--- src/shared/adcs_params.svh ---
// register offsets, field positions, reset values and state counts
`ifndef ADCS_PARAMS_SVH
`define ADCS_PARAMS_SVH
// How it works
// channel field picks input or scan group
// scan converts each group input in turn
// trigger enable lets pin edge start conversion
// trigger edge follows external edge-select input
// trigger reserved bits 6..1 read one
// software never writes one to bit 0
// ten-bit successive approximation per conversion
// start may be set with new mode
// single mode starts on the selected channel
// result lands in that channel's data register
// single end sets flag, interrupt if enabled
// single mode start bit self-clears at end
// scan pass end flags and restarts group
// scan repeats until start bit cleared
// delay, then sample 31 or 15 states
// start delay 6..9 or 4..5 states
// first conversion 131..134 or 69..70 states
// later scan conversions 128 or 66 states
// enabled falling trigger edge sets start bit; the code takes the rising edge instead when trigger_edge_select is high
// triggered start behaves like software start
// flag clears by writing 0 after reading 1
// interrupt only while interrupt enable set
// scan stops on clear, reset or standby
// speed select picks slow or fast timing

// ----------------------------------------
// register byte offsets; data base as a word index
// ----------------------------------------
`define ADCS_OFF_CTRL   12'h000
`define ADCS_OFF_TRIG   12'h004
`define ADCS_DATA_BASE  3'h2
// ----------------------------------------
// field positions and reset values
// ----------------------------------------
`define ADCS_B_FLAG     7
`define ADCS_B_IE       6
`define ADCS_B_START    5
`define ADCS_B_SCAN     4
`define ADCS_B_CKS      3
`define ADCS_B_TRIGGER_ENABLE     7
`define ADCS_TRIG_ONES  6'h3F
`define ADCS_SAR_MSB    10'h200
// ----------------------------------------
// phase lengths in states (one state = one sys_clk cycle)
// ----------------------------------------
`define ADCS_DLY_SLOW   7'h06
`define ADCS_DLY_FAST   7'h04
`define ADCS_SAMP_SLOW  7'h1F
`define ADCS_SAMP_FAST  7'h0F
`define ADCS_BIT_SLOW   4'h9
`define ADCS_BIT_FAST   4'h4
`define ADCS_TAIL_SLOW  7'h03
`define ADCS_TAIL_FAST  7'h09
`define ADCS_GAP_SLOW   7'h03
`define ADCS_GAP_FAST   7'h01
`define ADCS_TOT_SLOW   8'h83
`define ADCS_TOT_FAST   8'h45
`define ADCS_NXT_SLOW   8'h80
`define ADCS_NXT_FAST   8'h42
`endif

--- src/shared/adcs_pkg.sv ---
// types shared by the conversion sequencer files
package adcs_pkg;
  // gray along idle, delay, sample, convert, tail, gap, sample
  typedef enum logic [2:0] {
    ADCS_IDLE   = 3'h0,
    ADCS_DELAY  = 3'h1,
    ADCS_SAMPLE = 3'h3,
    ADCS_CONV   = 3'h2,
    ADCS_TAIL   = 3'h6,
    ADCS_GAP    = 3'h7
  } adcs_state_e;
endpackage : adcs_pkg

--- src/rtl/adcs_sar.sv ---
// ten-bit successive approximation register stepping
`timescale 1ns/1ps
`include "adcs_params.svh"
module adcs_sar (
  input  wire logic       sys_clk,
  input  wire logic       rst_n,
  input  wire logic       start,
  input  wire logic [3:0] bit_len,
  input  wire logic       comp_high,
  output logic      [9:0] trial,
  output logic      [9:0] result,
  output logic            done
);
  logic       busy;
  logic [3:0] idx;
  logic [3:0] cnt;

  // ----------------------------------------
  // bit decision
  // ----------------------------------------
  // comparator high means input at or above trial: keep the bit
  wire        resolve  = busy && (cnt == 4'h0);
  wire [9:0]  cur_bit  = 10'h001 << idx;
  wire [9:0]  kept     = comp_high ? trial : (trial & ~cur_bit);
  wire [9:0]  next_bit = (idx == 4'h0) ? 10'h000 : (10'h001 << (idx - 4'h1));

  // one decision every bit_len states, msb first
  always_ff @(posedge sys_clk or negedge rst_n) begin
    if (!rst_n) begin
      busy   <= 1'b0;
      idx    <= 4'h0;
      cnt    <= 4'h0;
      trial  <= 10'h000;
      result <= 10'h000;
      done   <= 1'b0;
    end else if (start) begin
      busy  <= 1'b1;
      idx   <= 4'h9;
      cnt   <= bit_len - 4'h1;
      trial <= `ADCS_SAR_MSB;
      done  <= 1'b0;
    end else if (resolve) begin
      trial <= kept | next_bit;
      cnt   <= bit_len - 4'h1;
      idx   <= idx - 4'h1;
      if (idx == 4'h0) begin
        busy   <= 1'b0;
        result <= kept;
        done   <= 1'b1;
      end
    end else begin
      cnt  <= busy ? cnt - 4'h1 : 4'h0;
      done <= 1'b0;
    end
  end
endmodule : adcs_sar

--- src/rtl/adcs_top.sv ---
// conversion sequencer: apb registers, trigger, timing and channel scan
//
// The APB interface to the registers and the register addresses are this design's own decisions.
`timescale 1ns/1ps
`include "adcs_params.svh"
module adcs_top (
  input  wire logic        sys_clk,
  input  wire logic        rst_n,
  input  wire logic        psel,
  input  wire logic        penable,
  input  wire logic        pwrite,
  input  wire logic [11:0] paddr,
  input  wire logic [31:0] pwdata,
  output logic      [31:0] prdata,
  output logic             pready,
  output logic             pslverr,
  input  wire logic        external_trigger_pin_n,
  input  wire logic        trigger_edge_select,
  input  wire logic        standby_req,
  input  wire logic        comp_high,
  output logic      [1:0]  analog_channel,
  output logic             sample_hold,
  output logic      [9:0]  sar_trial,
  output logic             conversion_end_interrupt
);
  // ----------------------------------------
  // reset release
  // ----------------------------------------
  logic rst_meta;
  logic rst_sync;

  // async assert, two-flop release so no flop sees a ragged edge
  always_ff @(posedge sys_clk or negedge rst_n) begin
    if (!rst_n) begin
      rst_meta <= 1'b0;
      rst_sync <= 1'b0;
    end else begin
      rst_meta <= 1'b1;
      rst_sync <= rst_meta;
    end
  end

  // ----------------------------------------
  // state and registers
  // ----------------------------------------
  adcs_pkg::adcs_state_e state;
  adcs_pkg::adcs_state_e next_state;
  logic [6:0] cnt;
  logic [6:0] next_cnt;
  logic [1:0] div;
  logic       end_flag;
  logic       ie;
  logic       start;
  logic       scan;
  logic       conversion_speed_select;
  logic [2:0] chan;
  logic       trigger_enable;
  logic       rsvd0;
  logic       armed;
  logic       first;
  logic [9:0] data_reg [4];
  logic       trig_s1;
  logic       trig_s2;
  logic       trig_q;
  logic       sar_done;
  logic [9:0] sar_result;

  // ----------------------------------------
  // apb decode
  // ----------------------------------------
  function automatic logic hit(input logic [11:0] a, input logic [11:0] o);
    return a == o;
  endfunction : hit

  wire        apb_setup = psel && !penable;
  wire        apb_acc   = psel && penable && pready;
  wire        apb_wr    = apb_acc && pwrite;
  wire        apb_rd    = apb_acc && !pwrite;
  wire        hit_ctrl  = hit(paddr, `ADCS_OFF_CTRL);
  wire        hit_trig  = hit(paddr, `ADCS_OFF_TRIG);
  wire [2:0]  word      = paddr[4:2] - `ADCS_DATA_BASE;
  wire        hit_data  = (paddr[11:5] == 7'h00) && (paddr[1:0] == 2'h0) && !word[2];
  wire        unmapped  = !(hit_ctrl || hit_trig || hit_data);
  wire        wr_ctrl   = apb_wr && hit_ctrl;
  wire        wr_trig   = apb_wr && hit_trig;
  wire [7:0]  ctrl_rd   = {end_flag, ie, start, scan, conversion_speed_select, chan};
  // reserved middle bits always read one
  wire [7:0]  trig_rd   = {trigger_enable, `ADCS_TRIG_ONES, rsvd0};
  wire [31:0] rd_val    = hit_ctrl ? {24'h000000, ctrl_rd} :
                          hit_trig ? {24'h000000, trig_rd} :
                          hit_data ? {22'h000000, data_reg[word[1:0]]} : 32'h00000000;

  // zero-wait answer: data latched in setup, valid in access
  always_ff @(posedge sys_clk or negedge rst_sync) begin
    if (!rst_sync) begin
      pready  <= 1'b0;
      pslverr <= 1'b0;
      prdata  <= 32'h00000000;
    end else begin
      pready  <= apb_setup;
      pslverr <= apb_setup && unmapped;
      prdata  <= apb_setup ? rd_val : 32'h00000000;
    end
  end

  // ----------------------------------------
  // external trigger
  // ----------------------------------------
  // pin is asynchronous: two flops, then edge detect on settled copies
  always_ff @(posedge sys_clk or negedge rst_sync) begin
    if (!rst_sync) begin
      trig_s1 <= 1'b1;
      trig_s2 <= 1'b1;
      trig_q  <= 1'b1;
    end else begin
      trig_s1 <= external_trigger_pin_n;
      trig_s2 <= trig_s1;
      trig_q  <= trig_s2;
    end
  end

  wire trig_fall = trig_q && !trig_s2;
  wire trig_rise = !trig_q && trig_s2;
  // edge choice lives in another block's register
  wire trig_evt  = trigger_enable && (trigger_edge_select ? trig_rise : trig_fall);

  // ----------------------------------------
  // phase lengths
  // ----------------------------------------
  // free divider phase models where the write lands within a state group
  always_ff @(posedge sys_clk or negedge rst_sync) begin
    if (!rst_sync) begin
      div <= 2'h0;
    end else begin
      div <= div + 2'h1;
    end
  end

  // speed select picks every phase length
  wire [6:0] dly_m1  = conversion_speed_select ? (`ADCS_DLY_FAST - 7'h01 + {6'h00, div[0]}) :
                             (`ADCS_DLY_SLOW - 7'h01 + {5'h00, div});
  wire [6:0] samp_m1 = (conversion_speed_select ? `ADCS_SAMP_FAST : `ADCS_SAMP_SLOW) - 7'h01;
  wire [6:0] tail_m1 = (conversion_speed_select ? `ADCS_TAIL_FAST : `ADCS_TAIL_SLOW) - 7'h01;
  wire [6:0] gap_m1  = (conversion_speed_select ? `ADCS_GAP_FAST : `ADCS_GAP_SLOW) - 7'h01;
  wire [3:0] bit_len = conversion_speed_select ? `ADCS_BIT_FAST : `ADCS_BIT_SLOW;

  // ----------------------------------------
  // sequencer
  // ----------------------------------------
  wire adv       = (cnt == 7'h00);
  wire last_ch   = !scan || (analog_channel == chan[1:0]);
  wire tail_end  = (state == adcs_pkg::ADCS_TAIL) && adv && start;
  wire pass_done = tail_end && last_ch;
  wire sar_start = (state == adcs_pkg::ADCS_SAMPLE) && adv && start;

  // next phase; a cleared start bit drops any phase to idle
  always_comb begin
    next_state = state;
    next_cnt   = adv ? 7'h00 : cnt - 7'h01;
    case (state)
      adcs_pkg::ADCS_IDLE: begin
        if (start) begin
          next_state = adcs_pkg::ADCS_DELAY;
          next_cnt   = dly_m1;
        end
      end
      adcs_pkg::ADCS_DELAY: begin
        if (adv) begin
          next_state = adcs_pkg::ADCS_SAMPLE;
          next_cnt   = samp_m1;
        end
      end
      adcs_pkg::ADCS_SAMPLE: begin
        if (adv) begin
          next_state = adcs_pkg::ADCS_CONV;
        end
      end
      adcs_pkg::ADCS_CONV: begin
        if (sar_done) begin
          next_state = adcs_pkg::ADCS_TAIL;
          next_cnt   = tail_m1;
        end
      end
      adcs_pkg::ADCS_TAIL: begin
        if (adv) begin
          next_state = scan ? adcs_pkg::ADCS_GAP : adcs_pkg::ADCS_IDLE;
          next_cnt   = gap_m1;
        end
      end
      adcs_pkg::ADCS_GAP: begin
        if (adv) begin
          next_state = adcs_pkg::ADCS_SAMPLE;
          next_cnt   = samp_m1;
        end
      end
      default: begin
        next_state = adcs_pkg::ADCS_IDLE;
        next_cnt   = 7'h00;
      end
    endcase
    if (!start) begin
      next_state = adcs_pkg::ADCS_IDLE;
    end
  end

  always_ff @(posedge sys_clk or negedge rst_sync) begin
    if (!rst_sync) begin
      state       <= adcs_pkg::ADCS_IDLE;
      cnt         <= 7'h00;
      sample_hold <= 1'b0;
    end else begin
      state       <= next_state;
      cnt         <= next_cnt;
      sample_hold <= (next_state == adcs_pkg::ADCS_SAMPLE);
    end
  end

  // channel walk: single holds the pick, scan climbs from input 0
  always_ff @(posedge sys_clk or negedge rst_sync) begin
    if (!rst_sync) begin
      analog_channel <= 2'h0;
      first          <= 1'b1;
    end else if (state == adcs_pkg::ADCS_IDLE) begin
      analog_channel <= scan ? 2'h0 : chan[1:0];
      first          <= 1'b1;
    end else if (tail_end) begin
      analog_channel <= (scan && !last_ch) ? analog_channel + 2'h1 : (scan ? 2'h0 : analog_channel);
      first          <= 1'b0;
    end
  end

  adcs_sar u_sar (
    .sys_clk   (sys_clk),
    .rst_n     (rst_sync),
    .start     (sar_start),
    .bit_len   (bit_len),
    .comp_high (comp_high),
    .trial     (sar_trial),
    .result    (sar_result),
    .done      (sar_done)
  );

  // each channel owns one result register
  genvar gi;
  generate
    for (gi = 0; gi < 4; gi++) begin : g_data
      always_ff @(posedge sys_clk or negedge rst_sync) begin
        if (!rst_sync) begin
          data_reg[gi] <= 10'h000;
        end else if (tail_end && (analog_channel == 2'(gi))) begin
          data_reg[gi] <= sar_result;
        end
      end
    end
  endgenerate

  // ----------------------------------------
  // control register
  // ----------------------------------------
  // mode and start may change in one write; trigger shares the start path
  always_ff @(posedge sys_clk or negedge rst_sync) begin
    if (!rst_sync) begin
      start <= 1'b0;
    end else if (standby_req) begin
      start <= 1'b0;
    end else if (wr_ctrl) begin
      start <= pwdata[`ADCS_B_START];
    end else if (trig_evt) begin
      start <= 1'b1;
    end else if (pass_done && !scan) begin
      start <= 1'b0;
    end
  end

  always_ff @(posedge sys_clk or negedge rst_sync) begin
    if (!rst_sync) begin
      ie    <= 1'b0;
      scan  <= 1'b0;
      conversion_speed_select   <= 1'b0;
      chan  <= 3'h0;
      trigger_enable  <= 1'b0;
      rsvd0 <= 1'b0;
    end else if (wr_ctrl) begin
      ie    <= pwdata[`ADCS_B_IE];
      scan  <= pwdata[`ADCS_B_SCAN];
      conversion_speed_select   <= pwdata[`ADCS_B_CKS];
      chan  <= pwdata[2:0];
    end else if (wr_trig) begin
      trigger_enable  <= pwdata[`ADCS_B_TRIGGER_ENABLE];
      rsvd0 <= pwdata[0];
    end
  end

  // flag: a set in the clearing cycle wins; clear needs a prior read of one
  always_ff @(posedge sys_clk or negedge rst_sync) begin
    if (!rst_sync) begin
      end_flag <= 1'b0;
      armed    <= 1'b0;
    end else begin
      if (pass_done) begin
        end_flag <= 1'b1;
      end else if (wr_ctrl && !pwdata[`ADCS_B_FLAG] && armed) begin
        end_flag <= 1'b0;
      end
      if (apb_rd && hit_ctrl && prdata[`ADCS_B_FLAG]) begin
        armed <= 1'b1;
      end else if (wr_ctrl) begin
        armed <= 1'b0;
      end
    end
  end

  // interrupt request follows flag, gated by enable
  always_ff @(posedge sys_clk or negedge rst_sync) begin
    if (!rst_sync) begin
      conversion_end_interrupt <= 1'b0;
    end else begin
      conversion_end_interrupt <= end_flag && ie;
    end
  end

  // ----------------------------------------
  // checks
  // ----------------------------------------
  logic [7:0] conv_len;
  wire        entry = (next_state != state) &&
                      ((next_state == adcs_pkg::ADCS_DELAY) || (next_state == adcs_pkg::ADCS_GAP));

  // cycles since the start of this conversion
  always_ff @(posedge sys_clk or negedge rst_sync) begin
    if (!rst_sync) begin
      conv_len <= 8'h00;
    end else begin
      conv_len <= entry ? 8'h01 : conv_len + 8'h01;
    end
  end
endmodule : adcs_top

--- config.mk ---
export PLATFORM = sky130hd
export DESIGN_NAME = adcs_top
export DESIGN_NICKNAME = d
export VERILOG_FILES = /design/src/shared/adcs_pkg.sv /design/src/rtl/adcs_sar.sv /design/src/rtl/adcs_top.sv
export VERILOG_INCLUDE_DIRS = /design/src /design/src/shared
export SDC_FILE = /design/constraint.sdc
export NUM_CORES = 1
export LEC_CHECK = 0
export BUFFER_PORTS_ARGS = -buffer_cell sky130_fd_sc_hd__buf_2
export CAP_MARGIN = 20
export CORE_ASPECT_RATIO = 1.4
export CORE_MARGIN = 1
export CORE_UTILIZATION = 55
export CTS_CLUSTER_SIZE = 30
export DETAILED_ROUTE_END_ITERATION = 6
export PLACE_DENSITY = 0.86
export SYNTH_ARGS = -nofsm -noshare
export SYNTH_HDL_FRONTEND = slang
export SYNTH_SLANG_ARGS = --single-unit
--- constraint.sdc ---
create_clock -name sys_clk -period 4.4 [get_ports sys_clk]
set_input_delay 0.22 -clock sys_clk [delete_from_list [all_inputs] [get_ports sys_clk]]
set_output_delay 0.22 -clock sys_clk [all_outputs]
set_load 0.005 [all_outputs]
==> reports/metrics.csv, run 1 <==
metric;value;unit
status;finished clean;
CTS buffer count;17;
placed cell areas;6130;um2
Detail Route Antenna Nets;0;
die width;89.0;um
slew margin rel.;0.274;
drt total wl;13400;um
Fillers;752;
hold crit path type;in -> reg;
ys async rst share;1.00;
#FFs+latches synth;114;
Tmin final;2.90;ns
crit path launch type;register;
Clk pin slew, worst setup/hold paths;0.05;ns
P_leak;3.19;nW
Endpoint, Worst Hold;chan[1];
Final Power;3.28;mW
Avg Inst Size Synth;11.5;um2
Hold Path Cell Cnt;2;
WL per Instance;18.7;um
RSZ-0062 raised after global routing;no;
synth-to-layout area growth;16.2;%
Main synth FF type;dfrtp_1;
worst r2r src;cnt[0];
die height;124;um
layout cells sized above 1;0.295;
antenna violations before repair;0;
Final Hold Viols;0;
Arrival @ worst endpoint;3.19;ns
actual slew at the worst max-slew pin;1.08;ns
Buffers on Ports;54;
Core Box Area;10300;um2
total setup buffers inserted after CTS;0;
fin area;6770;um2
library cells used by synthesis;66;
aggregate global-route resource usage;0.257;
pwr/cell area;484;nW/um2
DP HPWL;8580;um
Max IR drop VDD;0.371;mV
pin count of the biggest net entering global routing;66;
top post-synthesis cells by count;dfrtp_1, mux2_2, nand2_1;
drt via density;6.05;
top post-synthesis cells by area;dfrtp_1, mux2_2, mux4_2, mux2_4, ha_1;
Slew Limit Fails;0;
vias in the first global route;4193;
ant diodes;0;
total number of vias;4322;
first-pass GRT wire length;20800;um
clk buf depth;2;
full die area;11000;um2
Reg2Reg Depth;6;
EDFF count, synth;0;
Residual DRC;0;
clock root buffer master;clkbuf_16;
Setup TNS;0;ns
max reg flops;40;
grt total ovfl;0;
H-tree depth;4;
drt first pass iters;5;
HP Start;pwdata[1];
number of max-cap violations;0;
crit-path max FO;18;
Max Clk Rate;345;MHz
post-cts hold buffer count;3;
final net count;633;
Final setup viols;0;
Yosys Warn Count;0;
CP required;4.69;ns
Post-Synthesis Cell Area;5830;um2
Post-CTS Resized;0;
clock latency on the worst-skew pair;0.41;ns
clk_skew;0.00964;ns
CTS tree;done;
I/O pins;101;
CTS Sinks;114;
sequential element share of the synthesized area;0.490;
Final GP Congestion;0.921;
Synth Instances;508;
count leader, synth;dfrtp_1;
reg-to-reg endpoint;u_sar.result[3];
R2R Setup Slk;1.50;ns
largest area contributor in the netlist;dfrtp_1;
critical path capture point type;register;
num rows;44;
period utilization;0.659;
DRT iter0 DRCs;453;
initial core utilization;0.563;
Yosys top cell area share;0.477;
Setup CP Type;reg -> reg;
==> placed cells by master (no fill, tap or decap), types with 4 or more instances in the layout <==
| cell type | Yosys | layout |
|---|---|---|
| clkbuf_16 | 0 | 17 |
| buf_4 | 22 | 4 |
| nor3_1 | 6 | 6 |
| o41ai_1 | 5 | 5 |
| xor2_1 | 6 | 6 |
| o21ai_0 | 25 | 25 |
| clkbuf_8 | 0 | 4 |
| nand2b_1 | 9 | 9 |
| conb_1 | 2 | 23 |
| nor3b_1 | 5 | 5 |
| nand4_1 | 7 | 7 |
| o31ai_1 | 5 | 5 |
| a21oi_1 | 24 | 24 |
| buf_2 | 2 | 54 |
| nor2b_1 | 5 | 5 |
| inv_1 | 17 | 17 |
| a21boi_0 | 8 | 8 |
| mux2_2 | 42 | 42 |
| xnor2_1 | 4 | 4 |
| nor4b_1 | 5 | 5 |
| a31oi_1 | 5 | 5 |
| and3_1 | 6 | 6 |
| dfrtp_1 | 111 | 110 |
| mux2_4 | 14 | 14 |
| ha_1 | 15 | 15 |
| nand2_1 | 41 | 41 |
| mux4_2 | 10 | 10 |
| nor2_1 | 21 | 21 |
| nand3_1 | 14 | 14 |
==> report_power, final <==
group / switching (mW) / internal, mW / leakage [nW]
sequential: 0.134 / 1.14 / 1.47
combinational: 0.354 / 0.243 / 1.43
clock: 0.460 / 0.943 / 0.294
==> routing by layer <==
metal / part of all wire / up-vias / global-route usage
met3: 0.056 / 42 / 0.0736
met1: 0.39 / 2167 / 0.293
met4: 0.036 / 0 / 0.137
li1: - / 1917 / -
met5: 0 / - / 0
met2: 0.52 / 196 / 0.434
==> per-stage QoR <==
step	setup slack, ns	hold slack (ns)	util	cells
2_1_floorplan	0.994	-0.0756	-	529
3_3_place_gp	1.66	0.00474	0.592	681
3_5_place_dp	1.62	0.00823	0.592	681
4_1_cts	1.55	0.0393	0.654	714
5_1_grt	1.42	0.0440	0.654	714
6_report	1.50	0.0515	0.654	714
==> worst max-delay path: stages, from the launching register on <==
cell	delay, ns
dfrtp_1	0.42
inv_1	0.14
ha_1	0.19
or4b_4	0.52
nor4_4	0.94
nor2_4	0.20
mux2_4	0.35
==> worst max-delay path by stage <==
stage | start | end | cells after the start
finish | cnt[0] | u_sar.result[3] | 6
global route | cnt[0] | u_sar.result[1] | 6
CTS | cnt[0] | u_sar.result[3] | 6
detailed placement | cnt[0] | u_sar.result[4] | 6
global placement | cnt[0] | u_sar.result[2] | 6
floorplan | rst_sync | analog_channel[0] | 0
==> cells by family after synthesis <==
family                   after synthesis  share of synthesized area
XOR/XNOR                              10                     0.0150
multiplexers                          66                      0.156
flip-flops                           114                      0.490
AO/OA/AOI/OAI                         94                      0.105
adder cells (fa/ha/maj)               15                     0.0322
AND/OR/NAND/NOR                      146                      0.145
other                                  2                    0.00129
buffers and inverters                 61                     0.0552
==> layout make-up <==
class                      count  area [um2]  area share
tap                          138         173      0.0255
inverter                      17        63.8     0.00942
clock buffer                  22         484      0.0715
sequential                   114        2860       0.422
timing repair buffer          61         330      0.0488
clock inverter                 8         128      0.0188
multi-input combinational    354        2730       0.404
(Power assumes the default switching activity.)
==> inputs of run 2 (changes only) <==
clock period = 3 ns   (was 4.4 ns; I/O delays follow)
==> reports/metrics.csv, run 2 (synthesis results as in run 1) <==
metric;value;unit
die width;89.0;um
die height;124;um
drt via density;5.85;
drt total wl;12700;um
R2R Setup Slk;0.57;ns
final worst setup slack;0.568;ns
Final GP Congestion;0.898;
drt first pass iters;5;
critical path's top delay family;simple AND/OR/NAND/NOR gates;
Multi-input gate area;2730;um2
synth-to-layout area growth;17.5;%
hold_ws;0.0206;ns
I/O pins;101;
status;finished clean;
layout cells sized above 1;0.299;
initial core utilization;0.563;
most common cell after layout, fill and taps aside;dfrtp_1;
hold crit path type;in -> reg;
max reg flops;40;
DP HPWL;8460;um
placed cell areas;6160;um2
Critical path buffers and inverters;2;
fin area;6840;um2
vias in the first global route;4118;
GR peak layer;met2;
clock root buffer master;clkbuf_16;
Clk pin slew, worst setup/hold paths;0.05;ns
clk buf depth;2;
clock latency on the worst-skew pair;0.41;ns
CTS tree;done;
Detail Route Antenna Nets;0;
Post-Place Worst Slack;0.662;ns
Slew Limit Fails;0;
P_leak;3.23;nW
number of max-cap violations;0;
H-tree depth;4;
period utilization;0.811;
DRT iter0 DRCs;280;
final net count;641;
cells along the critical path;inv_1 -> ha_1 -> nor4b_1 -> buf_4 -> and4_1 -> nand2_1 -> mux2_2;
clk_skew;0.00889;ns
CTS buffer count;17;
worst r2r src;cnt[0];
full die area;11000;um2
ant diodes;0;
met1 Use GR;0.287;
RSZ-0062 raised after global routing;no;
met2 usage;0.405;
Final Hold Viols;0;
actual slew at the worst max-slew pin;0.867;ns
slowest stage delay, CP;0.43;ns
Residual DRC;0;
met3 Usage GRT;0.0636;
HP Start;pwdata[0];
Buffers on Ports;54;
Tmin final;2.43;ns
DP Cell Count;683;
first-pass GRT wire length;19900;um
Setup CP Type;reg -> reg;
Cell Count, Final, Fillers Out;724;
slew margin rel.;0.417;
Arrival @ worst endpoint;2.72;ns
Max Clk Rate;411;MHz
crit-path max FO;11;
antenna violations before repair;0;
pwr/cell area;693;nW/um2
Core Box Area;10300;um2
WL per Instance;17.5;um
Fillers;751;
grt total ovfl;0;
Setup TNS;0;ns
total number of vias;4233;
slowest CP cell;mux2_2;
most frequent cells in the layout;dfrtp_1, buf_2, mux2_2;
Seq. cell area;2860;um2
Max IR drop VDD;0.486;mV
aggregate global-route resource usage;0.242;
pin count of the biggest net entering global routing;63;
critical path capture point type;register;
CTS Sinks;114;
CP startpoint;cnt[0];
crit path launch type;register;
Final setup viols;0;
num rows;44;
CP required;3.29;ns
run 2: layout make-up:
| cell class | count | area share |
|---|---|---|
| Timing Repair Buffer | 69 | 0.0611 |
| Clock inverter | 14 | 0.0229 |
| Tap cell | 138 | 0.0252 |
| Clock buffer | 18 | 0.0642 |
| Inverter | 17 | 0.00933 |
| Multi-Input combinational cell | 354 | 0.399 |
| Sequential cell | 114 | 0.418 |
run 2: worst register-to-register path: stages (launching register included):
cell,delay (ns)
dfrtp_1,0.42
inv_1,0.15
ha_1,0.19
nor4b_1,0.24
buf_4,0.23
and4_1,0.27
nand2_1,0.37
mux2_2,0.43
run 2: path summary, 6_finish.rpt:
| kind | to | cells after the start |
|---|---|---|
| max in group asynchronous | trig_s2 | 1 |
| min in group asynchronous | rst_sync | 2 |
| setup / recovery | data_reg[19] | 7 |
| hold reg to reg | rst_sync | 0 |
| hold / removal | chan[0] | 2 |
| setup reg to reg | data_reg[19] | 7 |
run 2: per-layer routing:
metal / share of wire / vias to the layer above
met3: 0.050 / 32
li1: - / 1932
met4: 0.028 / 0
met1: 0.41 / 2101
met5: 0 / -
met2: 0.52 / 168
run 2: what timing repair did:
action,4_1_cts,5_1_grt
setup buffers,0,0
hold buffers,9,0
endpoints found under the setup margin,0,0
endpoints found under the hold margin,11,0
gates resized for setup,0,0
run 2: stage by stage:
| stage | util | power [mW] |
|---|---|---|
| global route | 0.661 | 4.97 |
| floorplan | - | 2.48 |
| CTS | 0.661 | 4.75 |
| detailed placement | 0.595 | 2.74 |
| finish | 0.661 | 4.74 |
| global placement | 0.595 | 2.68 |
run 2: report_power, final:
part,total [mW],internal [mW],switching (mW)
clock,2.00,1.25,0.743
sequential,1.87,1.67,0.195
combinational,0.878,0.370,0.507
==> inputs of run 3 (changes only) <==
ABC_AREA = 1   (was not set)
CORE_UTILIZATION = 51   (was 55)
PLACE_DENSITY = 0.84   (was 0.86)
clock period = 2.1 ns   (was 3 ns; I/O delays follow)
==> reports/metrics.csv, run 3 <==
metric;value;unit
Arrival @ worst endpoint;2.18;ns
I/O pins;101;
CTS Sinks;114;
P_leak;3.52;nW
Reg2Reg Depth;10;
Avg Inst Size Synth;8.09;um2
grt total ovfl;0;
Setup TNS;0;ns
full die area;11800;um2
Power Internal;4.89;mW
Sequential Power Share;0.381;
sequential element share of the synthesized area;0.492;
largest area contributor in the netlist;dfrtp_1;
clock latency on the worst-skew pair;0.42;ns
Synth Instances;718;
clk buf depth;2;
Residual DRC;0;
CP startpoint;cnt[0];
cells along the critical path;inv_1 -> ha_1 -> inv_1 -> nor2_2 -> nand3_4 -> nor3_4 -> nand2_1 -> buf_4 -> nand2_1 -> o21ai_1;
R2R Setup Slk;0.21;ns
placed cell areas;6220;um2
Final Hold Viols;0;
final net count;871;
Buffers on Ports;54;
DRT iter0 DRCs;410;
DP Cell Count;910;
synth-to-layout area growth;19.0;%
num rows;45;
H-tree depth;4;
drt first pass iters;5;
slowest stage delay, CP;0.37;ns
antenna violations before repair;0;
slowest CP cell;dfrtp_1;
crit-path max FO;20;
Final setup viols;0;
top post-synthesis cells by area;dfrtp_1, nand2_1, inv_1, o21ai_0, nor2_1;
final worst setup slack;0.213;ns
crit path launch type;register;
Post-Synthesis Cell Area;5810;um2
#FFs+latches synth;114;
CP required;2.39;ns
Setup CP Type;reg -> reg;
drt total wl;13200;um
drt via density;5.35;
clk_skew;0.00713;ns
reg-to-reg endpoint;data_reg[2];
Yosys top cell area share;0.478;
WL per Instance;13.8;um
CTS buffer count;17;
DP HPWL;8870;um
RSZ-0062 raised after global routing;no;
total number of vias;5115;
sw frac;0.331;
die width;92.2;um
period utilization;0.898;
vias in the first global route;4914;
Sw Pwr;2.42;mW
top post-synthesis cells by count;nand2_1, dfrtp_1, inv_1;
Main synth FF type;dfrtp_1;
slew margin rel.;0.578;
max reg flops;40;
Yosys Warn Count;0;
first-pass GRT wire length;22100;um
worst r2r src;cnt[0];
count leader, synth;nand2_1;
EDFF count, synth;0;
pwr/cell area;1060;nW/um2
ys async rst share;1.00;
initial core utilization;0.529;
number of max-cap violations;0;
clock root buffer master;clkbuf_16;
Tmin final;1.89;ns
Core Box Area;11000;um2
Final GP Congestion;0.927;
actual slew at the worst max-slew pin;0.631;ns
Post-Place Worst Slack;0.167;ns
pin count of the biggest net entering global routing;54;
fin area;6910;um2
Max Clk Rate;530;MHz
ant diodes;0;
layout cells sized above 1;0.152;
Clock Power Share;0.362;
Worst setup endpoint;data_reg[2];
most frequent cells in the layout;nand2_1, dfrtp_1, inv_1;
library cells used by synthesis;37;
Detail Route Antenna Nets;0;
Logic pwr share;0.257;
aggregate global-route resource usage;0.241;
die height;128;um
Max IR drop VDD;0.695;mV
status;finished clean;
hold crit path type;in -> reg;
Slew Limit Fails;0;
CTS tree;done;
critical path capture point type;register;
Clk pin slew, worst setup/hold paths;0.05;ns
Cell Count, Final, Fillers Out;956;
most common cell after layout, fill and taps aside;nand2_1;
run 3: through the flow:
stage	util	power, mW	hold WS [ns]
floorplan	-	4.13	-0.191
global placement	0.567	4.55	-0.108
CTS	0.629	7.30	0.0000460
finish	0.630	7.32	0.00939
global route	0.630	7.71	0.0251
detailed placement	0.567	4.60	-0.105
run 3: worst min path at each step:
| stage | from | endpoint | slack, ns | depth (start not counted) |
|---|---|---|---|---|
| after floorplan | rst_n | rst_meta | -0.19 | 0 |
| after global placement | rst_n | rst_meta | -0.11 | 1 |
| after detailed placement | rst_n | rst_meta | -0.10 | 1 |
| after CTS | penable | pready | 0.00005 | 2 |
| after global routing | penable | pready | 0.03 | 2 |
| final | penable | pready | 0.009 | 2 |
run 3: cell type report:
class / instances / area, um2
Multi-Input combinational cell: 518 / 2540
Timing Repair Buffer: 84 / 543
Tap cell: 141 / 176
Sequential cell: 114 / 2860
Inverter: 68 / 255
Clock buffer: 26 / 489
Clock inverter: 5 / 52.6
Fill cell: 913 / 4070
run 3: kinds of logic after synthesis:
family	Yosys count	synth area share
other cells	2	0.00129
xor+xnor	8	0.0121
compound gates	125	0.115
flops	114	0.492
fa+ha+maj	15	0.0323
simple gates	347	0.262
buf+inv	107	0.0853
run 3: power groups by stage:
stage / Combinational, mW / Clock, mW / Sequential [mW]
6_report: 1.88 / 2.65 / 2.79
5_1_grt: 2.10 / 2.78 / 2.83
4_1_cts: 1.85 / 2.66 / 2.78
3_5_place_dp: 1.79 / 0 / 2.81
3_3_place_gp: 1.74 / 0 / 2.81
2_1_floorplan: 1.36 / 0 / 2.77
run 3: critical path, delay by kind of cell (launching register included):
kind | cells | cell delay, ns
simple gates | 5 | 0.77
fa+ha+maj | 1 | 0.16
flops | 1 | 0.37
compound gates | 1 | 0.07
buf+inv | 3 | 0.38
run 3: per-layer routing:
layer	vias up	routed length (um)	global-route usage
li1	2451	-	-
met1	2402	5030	0.272
met2	211	6930	0.420
met3	51	762	0.0552
met4	0	470	0.131
met5	-	0	0
run 3: repair_timing:
item                                    CTS  global route
setup buffers                             0             1
endpoints found under the hold margin    13             0
hold buffers                             14             0
resized for setup                         0             1
endpoints found under the setup margin    0             4
